## config.mk

```make
export PLATFORM = sky130hd
export DESIGN_NAME = pse_highpower_watchdog_regs
export DESIGN_NICKNAME = d
export VERILOG_FILES = /design/src/rtl/pse_highpower_watchdog_regs.v /design/src/rtl/pse_wd_timer.v
export VERILOG_INCLUDE_DIRS = /design/src /design/src/pkg
export SDC_FILE = /design/constraint.sdc
export NUM_CORES = 1
export LEC_CHECK = 0
export ABC_CLOCK_PERIOD_IN_PS = 2600
export BUFFER_PORTS_ARGS = -buffer_cell sky130_fd_sc_hd__buf_2
export CORE_AREA = 4 4 164 166
export DETAILED_ROUTE_END_ITERATION = 7
export DIE_AREA = 0 0 168 170
export GPL_TIMING_DRIVEN = 0
export PLACE_DENSITY_LB_ADDON = 0.25
export SLEW_MARGIN = 25
export SYNTH_ARGS = -nofsm -noshare
export SYNTH_HDL_FRONTEND = slang
export SYNTH_HIERARCHICAL = 1
export SYNTH_SLANG_ARGS = --single-unit
```

## constraint.sdc

```tcl
create_clock -name mclk -period 2.6 [get_ports mclk]
set_clock_uncertainty 0.05 [all_clocks]
set_input_delay 0 -clock mclk [delete_from_list [all_inputs] [get_ports mclk]]
set_output_delay 0 -clock mclk [all_outputs]
set_load 0.01 [all_outputs]
```

## src/pkg/pse_defines.vh

```
// constants for the high-power and watchdog register bank
`ifndef PSE_DEFINES_VH
`define PSE_DEFINES_VH
`define PSE_CMD_HP_CFG       8'h40
`define PSE_CMD_FW_REV       8'h41
`define PSE_CMD_WD_CTRL      8'h42
`define PSE_CMD_DEV_ID       8'h43
`define PSE_HP_EN_MSB        7
`define PSE_HP_EN_LSB        4
`define PSE_TURN_ON_TIMING_GATE_BIT         0
`define PSE_HP_CFG_RESET     8'h00
`define PSE_WD_CODE_MSB      4
`define PSE_WD_CODE_LSB      1
`define PSE_WD_FLAG_BIT      0
`define PSE_WD_MASK_CODE     4'hb
`define PSE_POL_HP_SET       4'h0
`define PSE_POL_HP_CLR       4'hf
`define PSE_POL_CLASS4       8'h08
`define PSE_CLK_HZ           10000000
`define PSE_WD_TIMEOUT_MS    2000
`define PSE_WD_CYCLES        (`PSE_CLK_HZ / 1000 * `PSE_WD_TIMEOUT_MS)
`define PSE_LIMIT_FAULT_TIME_NOM_MS      60
`define PSE_CLASS4_SET_MS    5
`define PSE_CLASS4_CYCLES    (`PSE_CLK_HZ / 1000 * `PSE_CLASS4_SET_MS)
`endif

```

## src/rtl/pse_highpower_watchdog_regs.v

```verilog
// high-power configuration, turn-on gate, bus watchdog and id registers
`timescale 1ns/1ps
`include "pse_defines.vh"
// Notes on behaviour
// - high-power bit raises limit and short thresholds
// - fault timer runs on limit or enabled cut
// - inrush profile independent of high-power bit
// - set loads police 0x0, clear loads 0xF
// - limit time nominal unless high-power set
// - pushbutton class 4 sets bit, police 08h
// - gate set, semiauto with detect enabled: power on if detect valid and timing met, or on the retry if detect valid
// - timing missed: redetect, classify, single retry
// - gate clear: power on immediately
// - firmware revision read-only at 41h
// - any scl edge restarts watchdog
// - watchdog expires after 2 seconds idle
// - expiry sets flag, unmasked turns ports off
// - disable code resets 1011b, that masks
// - flag kept while masked, host writes zero
// - watchdog turn-off clears port events and enables
// - change events only on real state change
// - flag set freezes temperature and voltage updates
// - identity: device code high, silicon rev low
// - watchdog byte 42h, config byte 40h
module pse_highpower_watchdog_regs
#(
   parameter PORTS         = 4,
   parameter WD_CYCLES     = `PSE_WD_CYCLES,
   parameter CLASS4_CYCLES = `PSE_CLASS4_CYCLES,
   parameter [7:0] FW_REV  = 8'h01,   // arbitrary value
   parameter [2:0] DEV_CODE = 3'h2,   // arbitrary value
   parameter [4:0] SIL_REV = 5'h01    // arbitrary value
)
(
   input  wire             mclk,
   input  wire             reset_n,
   input  wire             sclIn,
   input  wire             regWrite,
   input  wire             regRead,
   input  wire [7:0]       regCmd,
   input  wire [7:0]       regWdata,
   output reg  [7:0]       regRdata,
   input  wire             semiautoMode,
   input  wire [PORTS-1:0] detectEnableBit,
   input  wire [PORTS-1:0] cutEnable,
   input  wire [PORTS-1:0] overLimit,
   input  wire [PORTS-1:0] overCut,
   input  wire [PORTS-1:0] powerOnCmd,
   input  wire [PORTS-1:0] detectDone,
   input  wire [PORTS-1:0] detectValid,
   input  wire [PORTS-1:0] timingMet,
   input  wire [PORTS-1:0] inrushDone,
   input  wire [PORTS-1:0] pushbuttonOn,
   input  wire [PORTS-1:0] class4Seen,
   input  wire [PORTS-1:0] portPowered,
   input  wire [PORTS-1:0] portGood,
   output reg  [PORTS-1:0] highPowerPortEn,
   output wire             turnOnTimingGate,
   output wire [PORTS-1:0] limitScaleHigh,
   output wire [PORTS-1:0] faultTimerRun,
   output wire [PORTS-1:0] limitTimeProgrammed,
   output wire [PORTS-1:0] inrushProfileNormal,
   output reg  [PORTS-1:0] policeLoad,
   output reg  [4*PORTS-1:0] policeValue,
   output reg  [PORTS-1:0] portTurnOn,
   output reg  [PORTS-1:0] redetectReq,
   output reg  [PORTS-1:0] portForceOff,
   output reg  [PORTS-1:0] eventsClear,
   output reg  [PORTS-1:0] powerEnableChange,
   output reg  [PORTS-1:0] powerGoodChange,
   output reg  [PORTS-1:0] powerEnableState,
   output reg  [PORTS-1:0] powerGoodState,
   output wire             monitorFreeze,
   output reg              watchdogExpiredFlag,
   output reg  [3:0]       watchdogDisableCode
);
   // ***********************************
   // watchdog timer
   // ***********************************
   wire expirePulse;
   pse_wd_timer #(.TIMEOUT(WD_CYCLES)) uTimer
   (
      .mclk        (mclk),
      .reset_n     (reset_n),
      .sclIn       (sclIn),
      .expirePulse (expirePulse)
   );
   reg                 turnOnGate;
   reg  [PORTS-1:0]    armed;
   reg  [PORTS-1:0]    retry;
   reg  [PORTS-1:0]    class4Pend;
   reg  [23:0]         class4Cnt [0:PORTS-1];
   reg  [PORTS-1:0]    offPend;
   localparam [7:0]    POL_CLASS4 = `PSE_POL_CLASS4;
   wire wdMasked  = (watchdogDisableCode == `PSE_WD_MASK_CODE);
   wire wrHp      = regWrite && (regCmd == `PSE_CMD_HP_CFG);
   wire wrWd      = regWrite && (regCmd == `PSE_CMD_WD_CTRL);
   wire wdKill    = expirePulse && !wdMasked;
   wire [PORTS-1:0] wrHpBits = regWdata[`PSE_HP_EN_MSB:`PSE_HP_EN_LSB];
   assign turnOnTimingGate    = turnOnGate;
   assign limitScaleHigh      = highPowerPortEn;
   assign faultTimerRun       = overLimit | (overCut & cutEnable);
   assign limitTimeProgrammed = highPowerPortEn;
   assign inrushProfileNormal = {PORTS{1'b1}};
   assign monitorFreeze       = watchdogExpiredFlag;
   // ***********************************
   // register read
   // ***********************************
   always @(posedge mclk or negedge reset_n)
   begin
      if (!reset_n)
         regRdata <= 8'h00;
      else if (regRead)
      begin
         case (regCmd)
            `PSE_CMD_HP_CFG:  regRdata <= {highPowerPortEn, 3'h0, turnOnGate};
            `PSE_CMD_FW_REV:  regRdata <= FW_REV;
            `PSE_CMD_WD_CTRL: regRdata <= {3'h0, watchdogDisableCode, watchdogExpiredFlag};
            `PSE_CMD_DEV_ID:  regRdata <= {DEV_CODE, SIL_REV};
            default:          regRdata <= 8'h00;
         endcase
      end
   end
   // ***********************************
   // watchdog control
   // ***********************************
   always @(posedge mclk or negedge reset_n)
   begin
      if (!reset_n)
      begin
         watchdogDisableCode <= `PSE_WD_MASK_CODE;
         watchdogExpiredFlag <= 1'b0;
      end
      else
      begin
         if (wrWd)
            watchdogDisableCode <= regWdata[`PSE_WD_CODE_MSB:`PSE_WD_CODE_LSB];
         if (expirePulse)
            watchdogExpiredFlag <= 1'b1;
         else if (wrWd && !regWdata[`PSE_WD_FLAG_BIT])
            watchdogExpiredFlag <= 1'b0;
      end
   end
   // ***********************************
   // per-port high-power, gate and turn-off
   // ***********************************
   genvar p;
   generate
      for (p = 0; p < PORTS; p = p + 1)
      begin : gPort
         wire c4Done = class4Pend[p] && (class4Cnt[p] == CLASS4_CYCLES[23:0] - 24'h1);
         always @(posedge mclk or negedge reset_n)
         begin
            if (!reset_n)
            begin
               highPowerPortEn[p]     <= 1'b0;
               policeLoad[p]          <= 1'b0;
               policeValue[4*p+3:4*p] <= 4'h0;
               class4Pend[p]          <= 1'b0;
               class4Cnt[p]           <= 24'h0;
               armed[p]               <= 1'b0;
               retry[p]               <= 1'b0;
               portTurnOn[p]          <= 1'b0;
               redetectReq[p]         <= 1'b0;
               portForceOff[p]        <= 1'b0;
               eventsClear[p]         <= 1'b0;
               offPend[p]             <= 1'b0;
               powerEnableChange[p]   <= 1'b0;
               powerGoodChange[p]     <= 1'b0;
               powerEnableState[p]    <= 1'b0;
               powerGoodState[p]      <= 1'b0;
            end
            else
            begin
               policeLoad[p]   <= 1'b0;
               portTurnOn[p]   <= 1'b0;
               redetectReq[p]  <= 1'b0;
               portForceOff[p] <= 1'b0;
               eventsClear[p]  <= 1'b0;
               powerEnableChange[p] <= 1'b0;
               powerGoodChange[p]   <= 1'b0;
               // class-4 pushbutton: set bit within window after inrush
               if (pushbuttonOn[p] && class4Seen[p] && inrushDone[p])
               begin
                  class4Pend[p] <= 1'b1;
                  class4Cnt[p]  <= 24'h0;
               end
               else if (class4Pend[p])
                  class4Cnt[p] <= class4Cnt[p] + 24'h1;
               if (c4Done)
               begin
                  class4Pend[p]          <= 1'b0;
                  highPowerPortEn[p]     <= 1'b1;
                  policeLoad[p]          <= 1'b1;
                  policeValue[4*p+3:4*p] <= POL_CLASS4[3:0];
               end
               else if (wrHp && (wrHpBits[p] != highPowerPortEn[p]))
               begin
                  highPowerPortEn[p]     <= wrHpBits[p];
                  policeLoad[p]          <= 1'b1;
                  policeValue[4*p+3:4*p] <= wrHpBits[p] ? `PSE_POL_HP_SET
                                                        : `PSE_POL_HP_CLR;
               end
               // power-on command handling
               if (wdKill)
               begin
                  armed[p] <= 1'b0;
                  retry[p] <= 1'b0;
               end
               else if (powerOnCmd[p])
               begin
                  if (!turnOnGate || !semiautoMode || !detectEnableBit[p])
                     portTurnOn[p] <= 1'b1;
                  else
                  begin
                     armed[p] <= 1'b1;
                     retry[p] <= 1'b0;
                  end
               end
               else if (armed[p] && detectDone[p])
               begin
                  if (retry[p])
                  begin
                     armed[p]      <= 1'b0;
                     portTurnOn[p] <= detectValid[p];
                  end
                  else if (detectValid[p] && timingMet[p])
                  begin
                     armed[p]      <= 1'b0;
                     portTurnOn[p] <= 1'b1;
                  end
                  else
                  begin
                     retry[p]       <= 1'b1;
                     redetectReq[p] <= 1'b1;
                  end
               end
               // watchdog turn-off and status tracking
               if (wdKill)
               begin
                  portForceOff[p] <= 1'b1;
                  eventsClear[p]  <= 1'b1;
                  offPend[p]      <= 1'b1;
               end
               else if (offPend[p])
               begin
                  offPend[p]             <= 1'b0;
                  powerEnableChange[p]   <= powerEnableState[p];
                  powerGoodChange[p]     <= powerGoodState[p];
                  powerEnableState[p]    <= 1'b0;
                  powerGoodState[p]      <= 1'b0;
               end
               else
               begin
                  powerEnableState[p] <= portPowered[p];
                  powerGoodState[p]   <= portGood[p];
               end
            end
         end
      end
   endgenerate
   always @(posedge mclk or negedge reset_n)
   begin
      if (!reset_n)
         turnOnGate <= 1'b0;
      else if (wrHp)
         turnOnGate <= regWdata[`PSE_TURN_ON_TIMING_GATE_BIT];
   end
endmodule // pse_highpower_watchdog_regs

```

## src/rtl/pse_wd_timer.v

```verilog
// bus watchdog: scl synchroniser, edge detect, timeout counter
`timescale 1ns/1ps
module pse_wd_timer
#(
   parameter TIMEOUT = 20000000
)
(
   input  wire mclk,
   input  wire reset_n,
   input  wire sclIn,
   output reg  expirePulse
);
   reg        sclMeta;
   reg        sclSync;
   reg        sclLast;
   reg [31:0] count;
   wire       sclEdge = sclSync ^ sclLast;
   always @(posedge mclk or negedge reset_n)
   begin
      if (!reset_n)
      begin
         sclMeta     <= 1'b1;                         // scl idles high
         sclSync     <= 1'b1;
         sclLast     <= 1'b1;
         count       <= 32'h0;
         expirePulse <= 1'b0;
      end
      else
      begin
         sclMeta     <= sclIn;
         sclSync     <= sclMeta;
         sclLast     <= sclSync;
         expirePulse <= 1'b0;
         if (sclEdge)
            count <= 32'h0;
         else if (count == TIMEOUT - 1)
         begin
            count       <= 32'h0;
            expirePulse <= 1'b1;
         end
         else
            count <= count + 32'h1;
      end
   end
endmodule // pse_wd_timer

```

==> reports/qor.yml, run 1 <==
status:
  status: "finished, final reports clean"
worst_setup_path:
  cp.required_ns: 2.91
  arrival_time_of_the_worst_setup_path_ns: 2.61
  critical-path-max-stage-delay_ns: 0.56
  rr_endpoint: "class4Cnt[46]"
  worstPathCellList: "ha_1, nand4_4, or4_4, buf_6, or4_1, a21oi_1"
  critPathMaxFanout: 10
  reg2reg_from: "class4Cnt[24]"
  critPathSlowestCell: "or4_4"
  cp-startpoint: "class4Cnt[24]"
  worst_setup_path_start_kind: "flop"
  rrSetupSlack_ns: 0.30
  path_delay_family: "simple AND/OR/NAND/NOR gates"
  r2r_cells: 6
  crit_path_category: "reg2reg"
  worstPathBufferInverterCount: 1
  timing.critical_path.to_type: "flop"
cells_and_area:
  finalNonFillerCells: 1628
  fraction_of_layout_instances_using_a_drive_strength_above_1_pct: 20.26
  insertedDiodeCount: 0
  post-route-util_pct: 48.53
  flow.area_growth_from_synthesis_pct: 24.34
  finish.net_count: 1359
floorplanning:
  ios: 161
  die_w_um: 168
  fp.dieH_um: 170
  die_area_mm2: 0.02856
  coreArea_mm2: 0.02562
  placement_rows: 59
  initial_core_util_pct: 39.03
clock_tree:
  post_cts_resize_count: 0
  ctsLongestPathBuffers: 2
  ctsRootBufferMaster: "clkbuf_16"
  numCtsBuffers: 17
  cts_tree: "built"
  clk_latency_ns: 0.44
  clk_pin_slew_ns: 0.08
  cts.sinks: 199
  number_of_levels_the_h_tree_was_split_into: 4
yosys:
  ys_async_sr_fraction_pct: 100.0
  syn-instance-count: 1043
  synth_top_cells_by_area: "dfrtp_1, xnor2_1, nand2_1"
  synth.cell_area_mm2: 0.009998
  ys_warn_count: 6
  postSynthAreaPerCell_um2: 9.586
  netlist.top_cell.by_area: "dfrtp_1"
  synth-seq-cells: 199
  synth_ff_type: "dfrtp_1"
  seq_area_frac_synth_pct: 49.88
  synth-edff-count: 0
  synth_cell_types: 57
  synth_top_area_share_pct: 48.30
drt:
  detail_route.iter0.violations: 530
  vias: 8466
  avgRoutedWirePerCell_um: 14.97
  drcViolationCount: 0
  viasPerCell: 5.200
  drt_wl_total_um: 24370
  ant_nets: 0
  drtPass1Iterations: 5
sta:
  timing_worst_slew_pin_value_ns: 0.9444
  worst_slack_ns: 0.2963
  slew_viol_final: 0
  grt_setup_unrepaired: "false"
  report.final.setup_viol: 0
  fmax_ghz: 0.4341
  whs_ns: 0.004296
  slew_headroom_pct: 36.46
  setup_total_negative_slack_ns: 0
  final-hold-violation-count: 0
  finalCritPeriodShare_pct: 88.60
  final_period_minus_worst_setup_slack_ns: 2.304
power_and_ir_drop:
  share_seq_of_total_power_pct: 50.4
  net-switching-power_mw: 1.970
  power_frac_clock_pct: 36.7
  part_of_the_power_in_combinational_logic_pct: 12.8
  power.leakage_nw: 5.492
  ir_drop_worst_vdd_uv: 418.9
  p_per_area_mw_per_mm2: 569.0
  p_sw_share_pct: 27.86
  power_report.internal_total_mw: 5.103
grt:
  grt_start_max_net_pins: 77
  grt_first_pass_wirelength_um: 41380
  antenna_found_initial: 1
  grt_pass1_vias: 8348
  overflow: 0
  grt.total_usage_pct: 17.34
placement:
  total_placed_cells_including_tap_cells: 1538
  dp_slack_ns: 0.3417
  place_congestion: 0.8305
  dp.final_hpwl_um: 17020
  placement.io_buffers: 155
worst_hold_path:
  hold_class: "in2async"
flow_run:
  maxCapViolCount: 0
synth_stat cells (9+ instances only):
library cell  number
dfrtp_1          193
xor2_1            26
nand2_1          105
nand3_1           40
or4_1             26
o31ai_1           20
a21o_1             9
nor3_1            21
or3_1             28
o21ai_0           40
nand4_1           43
nor2_1           103
clkbuf_1          32
buf_4             29
inv_1             22
a21oi_1           65
and4_1            14
nor4_1            31
and3_1            27
xnor2_1           50
routing by layer:
metal	track usage, %	share of wire (%)	up-vias
met4	4.411	1.3	2
met1	23.67	47	4110
met2	28.67	48	141
met3	3.322	4.1	25
li1	-	-	4188
met5	0	0.082	-
worst register-to-register path, cell delays in order (launching register included):
cell and delay [ns]:
dfrtp_1 0.41, ha_1 0.25, nand4_4 0.17, or4_4 0.56, buf_6 0.16, or4_1 0.49
a21oi_1 0.15
timing repair:
item                      4_1_cts  5_1_grt
hold buffers                   58        0
hold endpoints to repair      247        0
buffers inserted                0        0
worst max path at each step:
stage	cells past startpoint	slack, ns	endpoint
finish	6	0.30	class4Cnt[46]
global route	6	0.18	class4Cnt[44]
CTS	6	0.28	class4Cnt[44]
detailed placement	6	0.34	class4Cnt[46]
global placement	1	-2.04	class4Cnt[2]
floorplan	6	0.44	class4Cnt[44]
metrics by stage:
stage / power (mW) / instance area, um^2
2_1_floorplan: 4.114 / 10010
3_3_place_gp: 4.414 / 11200
3_5_place_dp: 4.461 / 11280
4_1_cts: 7.166 / 12420
5_1_grt: 7.453 / 12430
6_report: 7.074 / 12430
power by group through the flow:
| stage | clock network, mW | registers (mW) | logic [mW] |
|---|---|---|---|
| 2_1_floorplan | 0 | 3.57 | 0.543 |
| 3_3_place_gp | 0 | 3.61 | 0.804 |
| 3_5_place_dp | 0 | 3.62 | 0.838 |
| 4_1_cts | 2.68 | 3.57 | 0.920 |
| 5_1_grt | 2.80 | 3.61 | 1.05 |
| 6_report | 2.60 | 3.57 | 0.907 |
state kept, by name (all words and copies together), names as in the netlist, 8 cells and up:
name and count:
regRdata 8, class4Cnt 96, policeValue 8, uTimer/count 32
logic make-up after synthesis:
logic type,Yosys count,synth area share [%]
adder cells (fa/ha/maj),5,0.6257
flip-flops,199,49.88
multiplexers,14,1.502
XOR/XNOR,76,6.658
other,1,0.03751
AND/OR/NAND/NOR,487,26.37
buffers and inverters,94,4.993
AO/OA/AOI/OAI,167,9.936
layout by cell type, fill, tap and decap left out, types with 5 or more instances in the layout:
cell	n
a21o_1	9
a21oi_1	65
and2_1	6
and3_1	27
and4_1	14
buf_2	160
buf_4	29
clkbuf_1	34
clkbuf_16	17
dfrtp_1	193
dfstp_2	6
dlygate4sd3_1	58
ha_1	5
inv_1	22
mux2_2	8
mux2i_1	6
nand2_1	105
nand2b_1	6
nand3_1	40
nand3b_1	8
nand4_1	43
nor2_1	103
nor2b_1	5
nor3_1	21
nor4_1	30
o21a_1	5
o21ai_0	40
o22ai_1	6
o31ai_1	20
or3_1	28
or4_1	26
xnor2_1	50
xor2_1	26
layout make-up:
type	instances	area, um^2
Clock inverter	12	120.1
Sequential cell	199	4987
Timing Repair Buffer	215	1421
Multi-Input combinational cell	753	4538
Tap cell	335	419.2
Clock buffer	20	446.7
Fill cell	2395	13180
Inverter	23	86.33
Buffer	71	412.9
Power figures use the tool's default switching activity.
==> run 2, diff against run 1 <==
--- a/config.mk
+++ b/config.mk
@@ -8,9 +8,9 @@
 export LEC_CHECK = 0
 export ABC_CLOCK_PERIOD_IN_PS = 2600
 export BUFFER_PORTS_ARGS = -buffer_cell sky130_fd_sc_hd__buf_2
-export CORE_AREA = 4 4 164 166
+export CORE_AREA = 4 4 147 184
 export DETAILED_ROUTE_END_ITERATION = 7
-export DIE_AREA = 0 0 168 170
+export DIE_AREA = 0 0 151 188
 export GPL_TIMING_DRIVEN = 0
 export PLACE_DENSITY_LB_ADDON = 0.25
 export SLEW_MARGIN = 25
==> run 2 against run 1 <==
Net effect:
- non-clock buffer count did not move
- global-route usage rose by 0.081 points
- sequential cell count did not move
- critical path depth did not move
- worst setup slack improved by 0.030 ns
- register-to-register slack improved by 0.03 ns
- design area barely moved
- die area fell by 0.60%
- sequential share of layout area barely moved
- routed wire length rose by 1.3%
- highest routed layer unchanged
==> reports/qor.yml, run 2 (synthesis gave the netlist of run 1 again) <==
status:
  status: "finished, final reports clean"
cells_and_area:
  flow.area_growth_from_synthesis_pct: 24.45  # about the same
  finish.net_count: 1359  # unchanged
  fillerInstances: 2356  # -1.6%
  register_bank_with_the_most_flops: "class4Cnt"
  largest_register_ff_count: 96  # unchanged
  layout_commonest_cell: "dfrtp_1"
  finalNonFillerCells: 1628  # unchanged
  fraction_of_layout_instances_using_a_drive_strength_above_1_pct: 20.34  # +0.077 points
  layout.cells.most_common_list: "dfrtp_1, buf_2, nand2_1, nor2_1, a21oi_1"
  insertedDiodeCount: 0  # unchanged
  reg_top3: "class4Cnt (96), uTimer/count (32)"
clock_tree:
  ctsLongestPathBuffers: 2  # unchanged
  cts.sinks: 199  # unchanged
  cts_tree: "built"
  ctsRootBufferMaster: "clkbuf_16"
  clk_latency_ns: 0.43  # about the same
  clk_pin_slew_ns: 0.07  # about the same
  numCtsBuffers: 17  # unchanged
  number_of_levels_the_h_tree_was_split_into: 4  # unchanged
floorplanning:
  coreArea_mm2: 0.02521  # -1.6%
  fp.dieH_um: 188  # +11%
  ios: 161  # unchanged
  die_area_mm2: 0.02839  # -0.60%
  die_w_um: 151  # -10%
  initial_core_util_pct: 39.66  # +0.63 points
  placement_rows: 65  # +10%
drt:
  drt_wl_total_um: 24680  # +1.3%
  detail_route.iter0.violations: 418  # -21%
  drcViolationCount: 0  # unchanged
  vias: 8504  # +0.45%
  ant_nets: 0  # unchanged
  drtPass1Iterations: 7  # +2
  avgRoutedWirePerCell_um: 15.16  # +1.3%
  viasPerCell: 5.224  # +0.45%
grt:
  grt_start_max_net_pins: 91  # +18%
  grt_first_pass_wirelength_um: 40430  # -2.3%
  antenna_found_initial: 1  # unchanged
  overflow: 0  # unchanged
  grt.total_usage_pct: 17.42  # +0.081 points
  grt_pass1_vias: 8100  # -3.0%
placement:
  dp_slack_ns: 0.3186  # -0.02317 ns
  total_placed_cells_including_tap_cells: 1538  # unchanged
  dp.final_hpwl_um: 17790  # +4.5%
  placement.io_buffers: 155  # unchanged
  place_congestion: 0.8346  # +0.49%
power_and_ir_drop:
  net-switching-power_mw: 1.939  # -1.6%
  share_seq_of_total_power_pct: 50.2  # -0.2 points
  part_of_the_power_in_combinational_logic_pct: 12.7  # about the same
  p_sw_share_pct: 27.34  # -0.51 points
  ir_drop_worst_vdd_uv: 428.6  # +2.3%
  power_frac_clock_pct: 37.1  # +0.4 points
  p_per_area_mw_per_mm2: 569.9  # +0.16%
  power_report.internal_total_mw: 5.153  # +0.97%
  power.leakage_nw: 5.492  # about the same
worst_setup_path:
  critPathMaxFanout: 10  # unchanged
  crit_path_category: "reg2reg"
  arrival_time_of_the_worst_setup_path_ns: 2.58  # -0.03 ns
  cp.required_ns: 2.91  # about the same
  timing.critical_path.to_type: "flop"
  worst_setup_path_start_kind: "flop"
sta:
  slew_viol_final: 0  # unchanged
  fmax_ghz: 0.4398  # +1.3%
  final_period_minus_worst_setup_slack_ns: 2.274  # -0.02997 ns
  timing_worst_slew_pin_value_ns: 0.8796  # -0.06478 ns
  slew_headroom_pct: 40.87  # +4.4 points
  grt_setup_unrepaired: "false"
  whs_ns: 0.002927  # -0.001369 ns
  setup_total_negative_slack_ns: 0  # unchanged
  worst_slack_ns: 0.3263  # +0.02997 ns
  report.final.setup_viol: 0  # unchanged
  final-hold-violation-count: 0  # unchanged
  finalCritPeriodShare_pct: 87.45  # -1.2 points
flow_run:
  maxCapViolCount: 0  # unchanged
worst_hold_path:
  hold_class: "in2reg"
## run 2: area by class of cell
class	count	area (um^2)	area share (%)
Multi-Input combinational cell	753	4529	36.40
Tap cell	335	419.2	3.369
Inverter	23	86.33	0.6938
Buffer	71	412.9	3.318
Timing Repair Buffer	215	1421	11.42
Clock inverter	11	116.4	0.9351
Sequential cell	199	4987	40.08
Clock buffer	21	470.5	3.781
## run 2: worst paths after layout
kind,start,end,slack (ns),cells past startpoint
setup / recovery,class4Cnt[24],class4Cnt[46],0.33,6
hold / removal,detectEnableBit[1],portTurnOn[1],0.003,4
setup reg to reg,class4Cnt[24],class4Cnt[46],0.33,6
hold reg to reg,uTimer/sclMeta,uTimer/sclSync,0.31,0
max in group asynchronous,reset_n,watchdogDisableCode[1],1.65,3
min in group asynchronous,reset_n,class4Cnt[39],0.01,2
## run 2: critical path: stages (launching register included)
cell and delay [ns]:
dfrtp_1 0.40, ha_1 0.23, nand4_4 0.17, or4_4 0.55
buf_6 0.15, or4_1 0.49, a21oi_1 0.15
## run 2: timing repair
action / CTS / global route
endpoints found under the hold margin: 248 / 1
gates resized for setup: 0 / 1
setup endpoints to repair: 0 / 1
buffers inserted: 0 / 0
hold buffers: 57 / 2
## run 2: power by group through the flow
stage                     clock network (mW)  logic [mW]  registers [mW]
after global placement                     0       0.810            3.61
after floorplan                            0       0.543            3.57
final                                   2.63       0.899            3.56
after CTS                               2.70       0.915            3.56
after global routing                    2.84        1.03            3.60
after detailed placement                   0       0.843            3.62
## run 2: per-stage QoR
step	util (%)	power, mW	cell area (um^2)
CTS	49.32	7.174	12430
global placement	44.44	4.419	11200
detailed placement	44.72	4.462	11280
global route	49.35	7.475	12440
finish	49.35	7.092	12440
floorplan	-	4.114	10010
## run 2: per-layer routing
| layer | track usage [%] | vias up | routed length [um] |
|---|---|---|---|
| met5 | 0 | - | 12 |
| met4 | 5.129 | 2 | 421 |
| met3 | 3.868 | 31 | 1124 |
| met2 | 28.61 | 148 | 12080 |
| met1 | 23.02 | 4125 | 11050 |
| li1 | - | 4198 | - |
